[config.mk]
export PLATFORM = sky130hd
export DESIGN_NAME = pat_top
export DESIGN_NICKNAME = d
export VERILOG_FILES = /design/src/pkg/pat_pkg.sv /design/src/rtl/pat_ext_div8.sv /design/src/rtl/pat_prescaler.sv /design/src/rtl/pat_top.sv
export VERILOG_INCLUDE_DIRS = /design/src /design/src/pkg
export SDC_FILE = /design/constraint.sdc
export NUM_CORES = 1
export LEC_CHECK = 0
export ABC_AREA = 1
export BUFFER_PORTS_ARGS = -buffer_cell sky130_fd_sc_hd__buf_4
export CORE_MARGIN = 5
export CORE_UTILIZATION = 55
export CTS_CLUSTER_DIAMETER = 40
export DETAILED_ROUTE_END_ITERATION = 7
export GPL_TIMING_DRIVEN = 0
export PLACE_DENSITY = 0.76
export SLEW_MARGIN = 20
export SYNTH_ARGS = -nofsm -noshare
export SYNTH_HDL_FRONTEND = slang
export SYNTH_HIERARCHICAL = 1
export SYNTH_SLANG_ARGS = --single-unit
[constraint.sdc]
create_clock -name clk -period 1.36 [get_ports clk]
set_input_delay 0.136 -clock clk [delete_from_list [all_inputs] [get_ports clk]]
set_output_delay 0.136 -clock clk [all_outputs]
set_load 0.03 [all_outputs]
[src/pkg/pat_params.svh]
// Purpose: constants for the prescaled auto-reload timer block
// Assumes: byte-wide special function register port, one clock
// Notes: offsets, field positions, reset values, divider counts
//
// Operation
// prescale select 00/01/10/11 gives core clock /12, /4, /48, external /8.
// external oscillator over eight is synchronised to the core clock first.
// timer0 count low and high bytes are read/write, zero after reset.
// timer2 is two 8-bit registers; control bit 3 selects split mode. Here split mode is only stored, and the counter holds while bit 3 is set.
// with split mode clear, timer2 is one 16-bit auto-reload up-counter.
// timer2 counts core clock, core clock /12 or external clock /8.
// on rollover from ffff the reload pair is loaded instead of zero.
// each 16-bit rollover sets the high overflow flag, control bit 7.
// with interrupt enable t2_irq_enable set, each 16-bit overflow raises an irq.
// with low byte irq enable also set, low byte rollover raises an irq.
// hardware never clears either overflow flag; software clears by writing.
// low overflow flag sets whenever the low byte rolls from ff.
// low byte clock select picks core clock, else external select chooses.
// high byte increments on the edge where the low byte rolls over.
`ifndef PAT_PARAMS_SVH
`define PAT_PARAMS_SVH

// ----------------------------------------
// register offsets
// ----------------------------------------
`define PAT_ADDR_T0L 8'h8a
`define PAT_ADDR_T0H 8'h8c
`define PAT_ADDR_CKC 8'h8e
`define PAT_ADDR_T2C 8'hc8
`define PAT_ADDR_RLL 8'hca
`define PAT_ADDR_RLH 8'hcb
`define PAT_ADDR_T2L 8'hcc
`define PAT_ADDR_T2H 8'hcd

// ----------------------------------------
// field positions
// ----------------------------------------
`define PAT_T2C_HOF 7
`define PAT_T2C_LOF 6
`define PAT_T2C_LIE 5
`define PAT_T2C_SPLIT 3
`define PAT_T2C_RUN 2
`define PAT_T2C_XCLK 0
`define PAT_CKC_LOW_BYTE_CLOCK_SELECT 4
`define PAT_T2C_RMASK 8'hed

// ----------------------------------------
// reset values and counts
// ----------------------------------------
`define PAT_RST_BYTE 8'h00
`define PAT_RST_CNT 16'h0000
`define PAT_CNT_MAX 16'hffff
`define PAT_BYTE_MAX 8'hff
`define PAT_DIV4 6'h04
`define PAT_DIV12 6'h0c
`define PAT_DIV48 6'h30
`define PAT_EXT_LAST 3'h7

`endif

[src/pkg/pat_pkg.sv]
// Purpose: types shared by the timer block
// Assumes: nothing beyond the params header
// Notes: sfr request travels as one packed struct
`default_nettype none
package pat_pkg;
  typedef enum logic [1:0]
  {
    PAT_PS_DIV12 = 2'h0,
    PAT_PS_DIV4 = 2'h1,
    PAT_PS_DIV48 = 2'h2,
    PAT_PS_EXT8 = 2'h3
  } pat_presc_t;

  typedef struct packed
  {
    logic [7:0] addr;
    logic wr;
    logic rd;
    logic [7:0] wdata;
  } pat_sfr_req_t;
endpackage
`default_nettype wire

[src/rtl/pat_ext_div8.sv]
// Purpose: external oscillator synchroniser and divide-by-eight
// Assumes: oscillator slower than half the core clock
// Notes: one-cycle tick per eight external rising edges
`include "pat_params.svh"
`default_nettype none
module pat_ext_div8
  import pat_pkg::*;
(
  input wire logic clk,
  input wire logic nrst,
  input wire logic ext_osc,
  output logic ext_tick
);
  logic meta_r, sync_r, last_r, tick_r;
  logic [2:0] cnt_r;
  logic [2:0] cnt_nxt;
  logic rise, tick_nxt;

  // ----------------------------------------
  // next state
  // ----------------------------------------
  always_comb
  begin
    rise = sync_r & ~last_r;
    cnt_nxt = cnt_r;
    tick_nxt = 1'b0;
    if (rise)
    begin
      cnt_nxt = cnt_r + 3'h1;
      tick_nxt = (cnt_r == `PAT_EXT_LAST);
    end
  end

  // ----------------------------------------
  // registers
  // ----------------------------------------
  // meta_r feeds sync_r only, nothing else reads it
  always_ff @(posedge clk)
  begin
    if (!nrst)
    begin
      meta_r <= 1'b0;
      sync_r <= 1'b0;
      last_r <= 1'b0;
      cnt_r <= 3'h0;
      tick_r <= 1'b0;
    end
    else
    begin
      meta_r <= ext_osc;
      sync_r <= meta_r;
      last_r <= sync_r;
      cnt_r <= cnt_nxt;
      tick_r <= tick_nxt;
    end
  end

  assign ext_tick = tick_r;

  a_ext_div_eight: assert property (
    @(posedge clk) disable iff (!nrst)
    tick_r |-> $past(cnt_r) == `PAT_EXT_LAST &&
    $past(sync_r) && !$past(last_r))
    else $error("external tick not on eighth synced edge");
endmodule
`default_nettype wire

[src/rtl/pat_prescaler.sv]
// Purpose: shared core clock dividers and legacy prescale select
// Assumes: ext_tick already in the core clock domain
// Notes: one free-running mod-48 counter serves /4, /12 and /48
`include "pat_params.svh"
`default_nettype none
module pat_prescaler
  import pat_pkg::*;
(
  input wire logic clk,
  input wire logic nrst,
  input wire pat_presc_t sel,
  input wire logic ext_tick,
  output logic div12_tick,
  output logic presc_tick
);
  logic [5:0] cnt_r, cnt_nxt;
  logic d12_r, d12_nxt, ps_r, ps_nxt;

  function automatic logic at_last(input logic [5:0] c,
                                   input logic [5:0] div);
    at_last = ((c % div) == (div - 6'h01));
  endfunction

  // ----------------------------------------
  // next state
  // ----------------------------------------
  always_comb
  begin
    cnt_nxt = at_last(cnt_r, `PAT_DIV48) ? 6'h00 : cnt_r + 6'h01;
    d12_nxt = at_last(cnt_r, `PAT_DIV12);
    unique case (sel)
      PAT_PS_DIV12: ps_nxt = at_last(cnt_r, `PAT_DIV12);
      PAT_PS_DIV4: ps_nxt = at_last(cnt_r, `PAT_DIV4);
      PAT_PS_DIV48: ps_nxt = at_last(cnt_r, `PAT_DIV48);
      PAT_PS_EXT8: ps_nxt = ext_tick;
    endcase
  end

  // ----------------------------------------
  // registers
  // ----------------------------------------
  always_ff @(posedge clk)
  begin
    if (!nrst)
    begin
      cnt_r <= 6'h00;
      d12_r <= 1'b0;
      ps_r <= 1'b0;
    end
    else
    begin
      cnt_r <= cnt_nxt;
      d12_r <= d12_nxt;
      ps_r <= ps_nxt;
    end
  end

  assign div12_tick = d12_r;
  assign presc_tick = ps_r;

  a_presc_div48: assert property (
    @(posedge clk) disable iff (!nrst)
    $past(sel) == PAT_PS_DIV48 && ps_r |-> $past(cnt_r) == 6'h2f)
    else $error("divide by 48 tick at wrong count");
  a_presc_div4: assert property (
    @(posedge clk) disable iff (!nrst)
    $past(sel) == PAT_PS_DIV4 |-> ps_r == ($past(cnt_r[1:0]) == 2'h3))
    else $error("divide by 4 tick wrong");
endmodule
`default_nettype wire

[src/rtl/pat_top.sv]
// Purpose: timer0 count bytes, shared prescaler, 16-bit reload timer2
// Assumes: sfr port on core clock; rdata valid the cycle after rd
// Notes: split 8-bit mode only stored; timer2 holds while it is set
`include "pat_params.svh"
`default_nettype none
module pat_top
  import pat_pkg::*;
(
  input wire logic clk,
  input wire logic nrst,
  input wire pat_sfr_req_t sfr,
  output logic [7:0] sfr_rdata,
  input wire logic t2_irq_enable,
  input wire logic ext_osc,
  output logic t01_presc_tick,
  output logic t2_irq
);
  // ----------------------------------------
  // registers and next values
  // ----------------------------------------
  logic [7:0] t0l_r, t0l_nxt, t0h_r, t0h_nxt;
  logic [7:0] ckc_r, ckc_nxt, t2c_r, t2c_nxt;
  logic [7:0] rll_r, rll_nxt, rlh_r, rlh_nxt;
  logic [15:0] cnt_r, cnt_nxt;
  logic [7:0] rd_r, rd_nxt;
  logic irq_r, irq_nxt;
  logic ext_tick, div12_tick;
  logic t2_tick, count_en, low_ovf, high_ovf;
  logic wr_t2c, wr_t2l, wr_t2h;

  function automatic logic hit(input pat_sfr_req_t q,
                               input logic [7:0] a);
    hit = q.wr && (q.addr == a);
  endfunction

  // ----------------------------------------
  // clock sources
  // ----------------------------------------
  pat_ext_div8 u_ext
  (
    .clk(clk),
    .nrst(nrst),
    .ext_osc(ext_osc),
    .ext_tick(ext_tick)
  );

  pat_prescaler u_presc
  (
    .clk(clk),
    .nrst(nrst),
    .sel(pat_presc_t'(ckc_r[1:0])),
    .ext_tick(ext_tick),
    .div12_tick(div12_tick),
    .presc_tick(t01_presc_tick)
  );

  // ----------------------------------------
  // timer2 count enable
  // ----------------------------------------
  always_comb
  begin
    if (ckc_r[`PAT_CKC_LOW_BYTE_CLOCK_SELECT])
      t2_tick = 1'b1;
    else if (t2c_r[`PAT_T2C_XCLK])
      t2_tick = ext_tick;
    else
      t2_tick = div12_tick;
    // split mode is not built, so the counter simply holds there
    count_en = t2_tick && t2c_r[`PAT_T2C_RUN] &&
               !t2c_r[`PAT_T2C_SPLIT];
    low_ovf = count_en && (cnt_r[7:0] == `PAT_BYTE_MAX);
    high_ovf = count_en && (cnt_r == `PAT_CNT_MAX);
  end

  // ----------------------------------------
  // register file and counter
  // ----------------------------------------
  always_comb
  begin
    wr_t2c = hit(sfr, `PAT_ADDR_T2C);
    wr_t2l = hit(sfr, `PAT_ADDR_T2L);
    wr_t2h = hit(sfr, `PAT_ADDR_T2H);
    t0l_nxt = hit(sfr, `PAT_ADDR_T0L) ? sfr.wdata : t0l_r;
    t0h_nxt = hit(sfr, `PAT_ADDR_T0H) ? sfr.wdata : t0h_r;
    ckc_nxt = hit(sfr, `PAT_ADDR_CKC) ? sfr.wdata : ckc_r;
    rll_nxt = hit(sfr, `PAT_ADDR_RLL) ? sfr.wdata : rll_r;
    rlh_nxt = hit(sfr, `PAT_ADDR_RLH) ? sfr.wdata : rlh_r;
    t2c_nxt = wr_t2c ? (sfr.wdata & `PAT_T2C_RMASK) : t2c_r;
    // flags are cleared only by a software write; a set wins
    if (high_ovf)
      t2c_nxt[`PAT_T2C_HOF] = 1'b1;
    if (low_ovf)
      t2c_nxt[`PAT_T2C_LOF] = 1'b1;
    cnt_nxt = cnt_r;
    if (high_ovf)
      cnt_nxt = {rlh_r, rll_r};
    else if (count_en)
      cnt_nxt = cnt_r + 16'h0001;
    // a software write to a count byte beats the tick in that cycle
    if (wr_t2l)
      cnt_nxt[7:0] = sfr.wdata;
    if (wr_t2h)
      cnt_nxt[15:8] = sfr.wdata;
    irq_nxt = t2_irq_enable && (t2c_nxt[`PAT_T2C_HOF] ||
              (t2c_nxt[`PAT_T2C_LIE] && t2c_nxt[`PAT_T2C_LOF]));
  end

  // ----------------------------------------
  // read path
  // ----------------------------------------
  always_comb
  begin
    rd_nxt = rd_r;
    if (sfr.rd)
    begin
      unique case (sfr.addr)
        `PAT_ADDR_T0L: rd_nxt = t0l_r;
        `PAT_ADDR_T0H: rd_nxt = t0h_r;
        `PAT_ADDR_CKC: rd_nxt = ckc_r;
        `PAT_ADDR_T2C: rd_nxt = t2c_r;
        `PAT_ADDR_RLL: rd_nxt = rll_r;
        `PAT_ADDR_RLH: rd_nxt = rlh_r;
        `PAT_ADDR_T2L: rd_nxt = cnt_r[7:0];
        `PAT_ADDR_T2H: rd_nxt = cnt_r[15:8];
        default: rd_nxt = `PAT_RST_BYTE;
      endcase
    end
  end

  always_ff @(posedge clk)
  begin
    if (!nrst)
    begin
      t0l_r <= `PAT_RST_BYTE;
      t0h_r <= `PAT_RST_BYTE;
      ckc_r <= `PAT_RST_BYTE;
      t2c_r <= `PAT_RST_BYTE;
      rll_r <= `PAT_RST_BYTE;
      rlh_r <= `PAT_RST_BYTE;
      cnt_r <= `PAT_RST_CNT;
      rd_r <= `PAT_RST_BYTE;
      irq_r <= 1'b0;
    end
    else
    begin
      t0l_r <= t0l_nxt;
      t0h_r <= t0h_nxt;
      ckc_r <= ckc_nxt;
      t2c_r <= t2c_nxt;
      rll_r <= rll_nxt;
      rlh_r <= rlh_nxt;
      cnt_r <= cnt_nxt;
      rd_r <= rd_nxt;
      irq_r <= irq_nxt;
    end
  end

  assign sfr_rdata = rd_r;
  assign t2_irq = irq_r;

  // ----------------------------------------
  // checks
  // ----------------------------------------
  a_t0_reset_zero: assert property (
    @(posedge clk) disable iff (!nrst)
    $rose(nrst) |-> t0l_r == 8'h00 && t0h_r == 8'h00)
    else $error("timer0 bytes not zero after reset");

  a_split_holds: assert property (
    @(posedge clk) disable iff (!nrst)
    t2c_r[`PAT_T2C_SPLIT] && !wr_t2l && !wr_t2h |=> $stable(cnt_r))
    else $error("counter moved in split mode");

  a_count_step: assert property (
    @(posedge clk) disable iff (!nrst)
    count_en && cnt_r != 16'hffff && !wr_t2l && !wr_t2h
    |=> cnt_r == $past(cnt_r) + 16'h0001)
    else $error("16-bit count did not step by one");

  a_clock_select: assert property (
    @(posedge clk) disable iff (!nrst)
    !ckc_r[`PAT_CKC_LOW_BYTE_CLOCK_SELECT] && !t2c_r[`PAT_T2C_XCLK] && t2_tick
    |-> div12_tick)
    else $error("timer2 tick not from divide by 12");

  a_reload_load: assert property (
    @(posedge clk) disable iff (!nrst)
    high_ovf && !wr_t2l && !wr_t2h |=> cnt_r == {$past(rlh_r), $past(rll_r)})
    else $error("reload value not loaded on rollover");

  a_high_flag_set: assert property (
    @(posedge clk) disable iff (!nrst)
    high_ovf |=> t2c_r[`PAT_T2C_HOF] && (t2_irq || !$past(t2_irq_enable)))
    else $error("high overflow flag not set");

  a_irq_high: assert property (
    @(posedge clk) disable iff (!nrst)
    t2_irq_enable && t2c_r[`PAT_T2C_HOF] && $stable(t2_irq_enable)
    |-> t2_irq)
    else $error("no interrupt on high overflow");

  a_irq_low: assert property (
    @(posedge clk) disable iff (!nrst)
    $past(t2_irq_enable) && t2c_r[`PAT_T2C_LIE] && t2c_r[`PAT_T2C_LOF]
    |-> t2_irq)
    else $error("no interrupt on low overflow");

  a_flags_sticky: assert property (
    @(posedge clk) disable iff (!nrst)
    t2c_r[`PAT_T2C_HOF] && !wr_t2c |=> t2c_r[`PAT_T2C_HOF])
    else $error("high flag cleared without a write");

  a_low_flag_set: assert property (
    @(posedge clk) disable iff (!nrst)
    low_ovf |=> t2c_r[`PAT_T2C_LOF])
    else $error("low overflow flag not set");

  a_core_clock: assert property (
    @(posedge clk) disable iff (!nrst)
    ckc_r[`PAT_CKC_LOW_BYTE_CLOCK_SELECT] && t2c_r[`PAT_T2C_RUN] && !t2c_r[`PAT_T2C_SPLIT]
    && cnt_r != 16'hffff && !wr_t2l && !wr_t2h
    |=> cnt_r == $past(cnt_r) + 16'h0001)
    else $error("core clock select did not count every cycle");

  a_carry_chain: assert property (
    @(posedge clk) disable iff (!nrst)
    low_ovf && !high_ovf && !wr_t2h && !wr_t2l
    |=> cnt_r[15:8] == $past(cnt_r[15:8]) + 8'h01 && cnt_r[7:0] == 8'h00)
    else $error("high byte missed the carry");

  a_low_flag_sticky: assert property (
    @(posedge clk) disable iff (!nrst)
    t2c_r[`PAT_T2C_LOF] && !wr_t2c |=> t2c_r[`PAT_T2C_LOF])
    else $error("low flag cleared without a write");

  a_flag_clear_write: assert property (
    @(posedge clk) disable iff (!nrst)
    wr_t2c && !sfr.wdata[`PAT_T2C_HOF] && !high_ovf |=> !t2c_r[`PAT_T2C_HOF])
    else $error("software clear of high flag lost");

  a_high_flag_cause: assert property (
    @(posedge clk) disable iff (!nrst)
    !t2c_r[`PAT_T2C_HOF] && !high_ovf && !wr_t2c |=> !t2c_r[`PAT_T2C_HOF])
    else $error("high flag set with no overflow");

  a_low_flag_cause: assert property (
    @(posedge clk) disable iff (!nrst)
    !t2c_r[`PAT_T2C_LOF] && !low_ovf && !wr_t2c |=> !t2c_r[`PAT_T2C_LOF])
    else $error("low flag set with no overflow");

  a_run_off_holds: assert property (
    @(posedge clk) disable iff (!nrst)
    !t2c_r[`PAT_T2C_RUN] && !wr_t2l && !wr_t2h |=> $stable(cnt_r))
    else $error("counter moved while stopped");

  a_count_write_wins: assert property (
    @(posedge clk) disable iff (!nrst)
    wr_t2l |=> cnt_r[7:0] == $past(sfr.wdata))
    else $error("low count byte write lost");

  a_t0_low_write: assert property (
    @(posedge clk) disable iff (!nrst)
    sfr.wr && sfr.addr == `PAT_ADDR_T0L |=> t0l_r == $past(sfr.wdata))
    else $error("timer0 low byte write lost");

  a_t0_high_write: assert property (
    @(posedge clk) disable iff (!nrst)
    sfr.wr && sfr.addr == `PAT_ADDR_T0H |=> t0h_r == $past(sfr.wdata))
    else $error("timer0 high byte write lost");

  a_irq_quiet: assert property (
    @(posedge clk) disable iff (!nrst)
    !$past(t2_irq_enable) |-> !t2_irq)
    else $error("interrupt while timer2 interrupts disabled");

  a_irq_needs_lie: assert property (
    @(posedge clk) disable iff (!nrst)
    !t2c_r[`PAT_T2C_HOF] && !t2c_r[`PAT_T2C_LIE] |-> !t2_irq)
    else $error("low overflow interrupt without its enable");

  // ----------------------------------------
  // divide-by-12 spacing watch
  // ----------------------------------------
  // the select mux alone proves nothing, so the tick gap is measured
  logic [5:0] gap_r, gap_nxt;
  logic seen_r, seen_nxt;

  always_comb
  begin
    seen_nxt = seen_r || div12_tick;
    if (div12_tick)
      gap_nxt = 6'h01;
    else if (gap_r == 6'h3f)
      gap_nxt = gap_r;
    else
      gap_nxt = gap_r + 6'h01;
  end

  always_ff @(posedge clk)
  begin
    if (!nrst)
    begin
      gap_r <= 6'h00;
      seen_r <= 1'b0;
    end
    else
    begin
      gap_r <= gap_nxt;
      seen_r <= seen_nxt;
    end
  end

  a_div12_spacing: assert property (
    @(posedge clk) disable iff (!nrst)
    seen_r && div12_tick |-> gap_r == `PAT_DIV12)
    else $error("divide by 12 ticks not twelve cycles apart");

  a_div12_no_gap: assert property (
    @(posedge clk) disable iff (!nrst)
    seen_r |-> gap_r <= `PAT_DIV12)
    else $error("divide by 12 tick missing");
endmodule
`default_nettype wire

==> results.toml, run 1 <==
[placement]
portBuffers = 29
dp.cells = 853
placed_cell_area_sq_um = 5210
place.gp.congestion = 0.934
hpwl_mm = 10.1

[critical_path]
crit_path_start = "cnt_r[0]"
slowest_stage = "dfxtp_4"
cp_max_fo = 5
r2r-end = "cnt_r[10]"
worstSetupPathType = "register to register"
slowest_delay_ns = 0.38
worstPathCellList = "ha_4, nand2_4, nor2_4, nand2_4, buf_6, nor2_4, xor2_1, nand2_1, nand2_1, a21oi_1"
startpoint_type = "register"
critPathCaptureType = "register"
worstPathRequired_ns = 1.60
worst_ep_arrival_time_ns = 1.84
r2r-start = "cnt_r[0]"
ff2ff_setup_slack_ns = -0.24
endpoint = "cnt_r[10]"
rr_worst_depth = 10

[final_layout]
antenna_cells = 0
fin_area_sq_um = 5680
n_fill_cell = 781
regArea_sq_um = 1740
fin_util_pct = 65.8
layout.nets = 796
final_layout_size_suffix_gt1_share_pct = 20.5
fin_cells = 882
area_growth_syn_to_layout_pct = 18.0
multiInputGateArea_sq_um = 2720

[power]
p_seq_share_pct = 52.9
combPwrFrac_pct = 6.7
power_density_nw_per_um2 = 849
p_int_w = 0.00351
power.share.clock_pct = 40.4
switching_share_pct = 27.2
irDropWorstVdd_uv = 534
leakage_nw = 2.40
p_switching_w = 0.00131
total_power_w = 0.00482

[timing]
rsz0062_at_grt = "yes"
slew_viol_final = 0
layout_min_cycle_time_ns = 1.60
finalCritPeriodShare_pct = 118
setup_slack_ns = -0.238
tightest_slew_ns = 0.637
finalClockSkew_ns = 0.00826
setup_viol = 18
holdWs_ns = 0.0121
hold_viol = 0
max_freq_mhz = 626
relSlewSlack_pct = 57.5

[synthesis]
syn_nets = 743
netlist_area_sq_um = 4810
ys_seq_area_share_pct = 35.8
yosysWarnings = 6
ys_seq_elements = 86
synth_cells = 716
syn_area_per_cell_sq_um = 6.72
ys_types = 35

[floorplanning]
coreArea_sq_um = 8640
io_pins = 32
start_util_pct = 55.8
die_y_um = 104
die_area_sq_um = 10700
die_w_um = 104
rows = 34

[global_routing]
grtUsageMet3_pct = 4.79
grt.total_usage_pct = 25.8
antenna_found_initial = 0
grt_util_met2_pct = 40.7
grt_pass1_wl_mm = 22.7
use_met1_pct = 33.3
top_usage_layer = "met2"
gr-total-overflow = 0
grt_max_degree = 17
grt_pass1_vias = 4695

[status]
failed_checks = "negative setup slack"
status = "finished with violations"

[clocking]
numCtsBuffers = 9
path_clk_slew_ns = 0.10
cts_tree = "done"
htree_levels = 3
clkLatencyLatePin_ns = 0.37
cts.sink_count = 86
cts_buffer_depth = 2
clock-root-buffer = "clkbuf_8"

[run]
cap_viol_max_count = 0

[detailed_routing]
drtIter0Drc = 389
wl_per_cell_um = 16.0
vias_per_cell = 5.66
ant_nets = 0
route.detailed.drc = 0
firstDrtPassIters = 7
num_vias = 4994
drt-total-wl_mm = 14.1

[worst_hold_path]
hold_class = "primary input to register"
[state kept, by name (all words and copies together), names as in the netlist]
name                count
cnt_r                  16
ckc_r                   8
rlh_r                   8
rll_r                   8
sfr_rdata               8
t0h_r                   8
t0l_r                   8
t2c_r                   6
u_presc/cnt_r           6
u_ext/cnt_r             3
t2_irq                  1
u_ext/ext_tick          1
u_ext/last_r            1
u_ext/meta_r            1
u_ext/sync_r            1
u_presc/div12_tick      1
u_presc/presc_tick      1
[kinds of logic (layout without fill, tap and decap cells)]
| family | after synthesis | count (layout) | share of synthesized area, % |
|---|---|---|---|
| AND/OR/NAND/NOR | 334 | 335 | 33.9 |
| flip-flops | 86 | 86 | 35.8 |
| AO/OA/AOI/OAI | 147 | 147 | 16.0 |
| XOR/XNOR | 9 | 9 | 1.64 |
| adder cells (fa/ha/maj) | 5 | 5 | 1.30 |
| buffers and inverters | 135 | 192 | 11.4 |
[final cells by class]
| class | count | share of cell area (%) |
|---|---|---|
| inverter | 109 | 7.36 |
| timing repair buffer | 41 | 5.60 |
| sequential | 86 | 30.7 |
| clock buffer | 9 | 2.18 |
| buffer | 26 | 2.58 |
| tap | 108 | 2.38 |
| clock inverter | 7 | 1.41 |
| multi-input combinational | 496 | 47.8 |
[critical path, delay by kind of cell, from the launching register on]
| kind | cells | cell delay (ns) |
|---|---|---|
| xor+xnor | 1 | 0.17 |
| flops | 1 | 0.38 |
| buf+inv | 1 | 0.14 |
| fa+ha+maj | 1 | 0.15 |
| simple gates | 6 | 0.56 |
| compound gates | 1 | 0.06 |
[stage by stage]
step	setup WS (ns)	TNS, ns
6_report	-0.238	-2.75
5_1_grt	-0.292	-4.24
4_1_cts	-0.172	-2.03
3_5_place_dp	-0.259	-7.86
3_3_place_gp	-0.233	-5.81
2_1_floorplan	-0.0529	-0.266
[synthesized netlist by cell type]
cell type	count	area, sq um
nand2_1	134	503
inv_1	104	390
nand3_1	98	490
dfxtp_1	86	1720
a21oi_1	68	340
nor2_1	57	214
o21ai_0	51	255
buf_2	15	75.1
o21ai_1	15	75.1
nand2_2	8	50.1
clkbuf_1	7	26.3
o22ai_1	7	43.8
nor2_4	6	67.6
xor2_1	6	52.6
ha_1	5	62.6
nand3_2	5	50.1
nand4_1	5	31.3
nor2_2	5	31.3
nand2_4	4	45.0
nor2_8	4	80.1
inv_2	3	11.3
nor3_1	3	15.0
xnor2_1	3	26.3
a21oi_2	2	17.5
buf_4	2	15.0
clkinv_2	2	10.0
nand3_4	2	35.0
or2_2	2	12.5
a31oi_1	1	6.26
buf_6	1	11.3
dlygate4sd1_1	1	8.76
nor3b_1	1	7.51
o211ai_2	1	12.5
o21ai_2	1	8.76
o21bai_2	1	11.3
[layer usage]
metal  vias to the layer above  part of all wire [%]
met1                      2260                    42
met5                         -                     0
met2                       241                    45
met4                         0                   5.6
met3                        73                   7.2
li1                       2420                     -
[power by group through the flow]
stage,combinational [W],clock (W),sequential (W)
after floorplan,0.000176,0,0.00260
after global placement,0.000303,0,0.00260
after detailed placement,0.000311,0,0.00261
after CTS,0.000315,0.00195,0.00255
after global routing,0.000352,0.00207,0.00255
final,0.000322,0.00195,0.00255
[how the worst min path moves through the flow]
stage,from,to,slack [ns],cells after the start
after floorplan,nrst,u_ext/meta_r,0.23,2
after global placement,ext_osc,u_ext/meta_r,0.32,3
after detailed placement,ext_osc,u_ext/meta_r,0.32,3
after CTS,t2_irq_enable,t2_irq,0.01,3
after global routing,t2_irq_enable,t2_irq,0.006,3
final,t2_irq_enable,t2_irq,0.01,3
[layout by cell type, fill, tap and decap left out, types with 7 or more instances in the layout]
cell / instances
a21oi_1: 63
a21oi_2: 7
buf_2: 14
buf_4: 39
clkbuf_1: 7
clkbuf_8: 9
dfxtp_1: 73
dfxtp_2: 11
inv_1: 102
nand2_1: 130
nand2_2: 9
nand2_4: 7
nand3_1: 92
nand3_2: 8
nor2_1: 53
nor2_4: 11
o21ai_0: 50
o21ai_1: 14
o22ai_1: 7
[repair_timing]
action | in CTS | in global routing
gates cloned | 1 | 0
hold endpoints to repair | 1 | 0
setup endpoints to repair | 19 | 26
gates resized for setup | 20 | 30
pin swaps | 9 | 4
hold buffers | 1 | 0
setup buffers | 5 | 6
(Power assumes the default switching activity.)
==> run 2: changes to the inputs <==
- clock period: 1.36 -> 1.4 ns (I/O delays scaled with it)
==> run 2 against run 1 <==
Hold slack improved by 0.0072 ns. Cell count fell by 0.23%. Sequential power is 3% lower. The flow still finishes with violations (negative setup slack).
==> results.toml, run 2 (synthesized netlist as in run 1, its figures left out) <==
[detailed_routing]
wl_per_cell_um = 16.2
route.detailed.drc = 0
vias_per_cell = 5.57
drt-total-wl_mm = 14.3
ant_nets = 0
firstDrtPassIters = 5
num_vias = 4901
drtIter0Drc = 329

[final_layout]
regMostFlops = "cnt_r"
largest_reg_flops = 16
final_cell_mix = "nand2_1, inv_1, nand3_1, dfxtp_1, a21oi_1"
layout.nets = 794
final_layout_size_suffix_gt1_share_pct = 19.3
layout_commonest_cell = "nand2_1"
fin_cells = 880
antenna_cells = 0
area_growth_syn_to_layout_pct = 16.3

[timing]
setup_slack_ns = -0.206
tightest_slew_ns = 0.624
hold_viol = 0
setup_viol = 18
rsz0062_at_grt = "yes"
finalCritPeriodShare_pct = 115
slew_viol_final = 0
finalClockSkew_ns = 0.00714
layout_min_cycle_time_ns = 1.61
max_freq_mhz = 623
holdWs_ns = 0.0193
relSlewSlack_pct = 58.4

[global_routing]
gr-total-overflow = 0
grt_pass1_wl_mm = 23.1
grt.total_usage_pct = 26.1
grt_max_degree = 16
antenna_found_initial = 0
grt_pass1_vias = 4776

[clocking]
cts_buffer_depth = 2
htree_levels = 3
path_clk_slew_ns = 0.09
cts_tree = "done"
numCtsBuffers = 9
clkLatencyLatePin_ns = 0.36
clock-root-buffer = "clkbuf_8"
cts.sink_count = 86

[placement]
portBuffers = 29
hpwl_mm = 10.5
dp.cells = 853
place.gp.congestion = 0.942

[critical_path]
worst_ep_arrival_time_ns = 1.89
cp_max_fo = 8
worstSetupPathType = "register to register"
critPathMostFrequentCell = "nand2_4"
slowest_delay_ns = 0.37
startpoint_type = "register"
crit_path_start = "cnt_r[1]"
slowest_stage = "dfxtp_4"
r2r-start = "cnt_r[1]"
rr_worst_depth = 9
worstPathCellList = "ha_4, nand2_4, nor2_4, nand3_4, nor2_8, nand2_4, nand2_1, nand3_1, a21oi_1"
critPathCaptureType = "register"
worstPathRequired_ns = 1.69

[floorplanning]
die_y_um = 104
start_util_pct = 55.8
rows = 34
coreArea_sq_um = 8640
io_pins = 32
die_area_sq_um = 10700
die_w_um = 104

[power]
leakage_nw = 2.36
irDropWorstVdd_uv = 730
power_density_nw_per_um2 = 789

[worst_hold_path]
hold_class = "primary input to register"
min-delay-start = "t2_irq_enable"
hold-path-cell-count = 3

[run]
cap_viol_max_count = 0

[status]
failed_checks = "negative setup slack"
status = "finished with violations"
## run 2: changes by cell type in the layout (fill, tap and decap cells not counted), sizes merged
cell / delta
buf: -2
clkbuf: +1
clkinvlp: +1
bufinv: -1
inv: -1
## run 2: worst paths after layout
kind	to	slack, ns
max	cnt_r[1]	-0.21
min	t2_irq	0.02
max reg2reg	cnt_r[1]	-0.21
min reg2reg	u_ext/sync_r	0.42
## run 2: worst max-delay path, delay by kind of cell, from the launching register on
kind	cells	cell delay, ns
and+or+nand+nor	7	0.87
DFF	1	0.37
adders and majority gates	1	0.14
AOI/OAI and AO/OA	1	0.14
## run 2: layout make-up
type	instances	area, sq um
inverters	109	418
flip-flops and latches	86	1740
repair buffers	39	299
fillers	835	3040
multi-input cells	496	2700
clock buffers	10	128
clock inverters	6	43.8
well taps	108	135
plain buffers	26	143
## run 2: repair_timing
item	4_1_cts	5_1_grt
gates resized for setup	23	17
cloned	1	0
hold endpoints to repair	1	0
hold buffers	1	0
pin swaps	14	15
setup buffers	6	3
endpoints found under the setup margin	19	26
## run 2: power breakdown
part / switching [W] / internal [W]
clock: 0.000969 / 0.000657
sequential: 0.0000187 / 0.00246
combinational: 0.000216 / 0.0000988
## run 2: through the flow
stage	total power, W	TNS, ns	setup slack, ns	cell area, sq um	util, %
6_report	0.00442	-2.80	-0.206	5600	64.8
5_1_grt	0.00457	-4.06	-0.268	5600	64.8
4_1_cts	0.00443	-1.88	-0.169	5510	63.7
3_5_place_dp	0.00284	-5.80	-0.247	5200	60.2
3_3_place_gp	0.00283	-4.43	-0.254	5200	60.2
2_1_floorplan	0.00270	-0.0243	-0.0129	4850	-
## run 2: routing by layer
metal	vias up	track usage (%)	share of wire, %
li1	2413	-	-
met1	2283	33.0	42
met2	171	44.8	49
met3	34	4.10	6.1
met4	0	9.65	2.9
met5	-	0	0
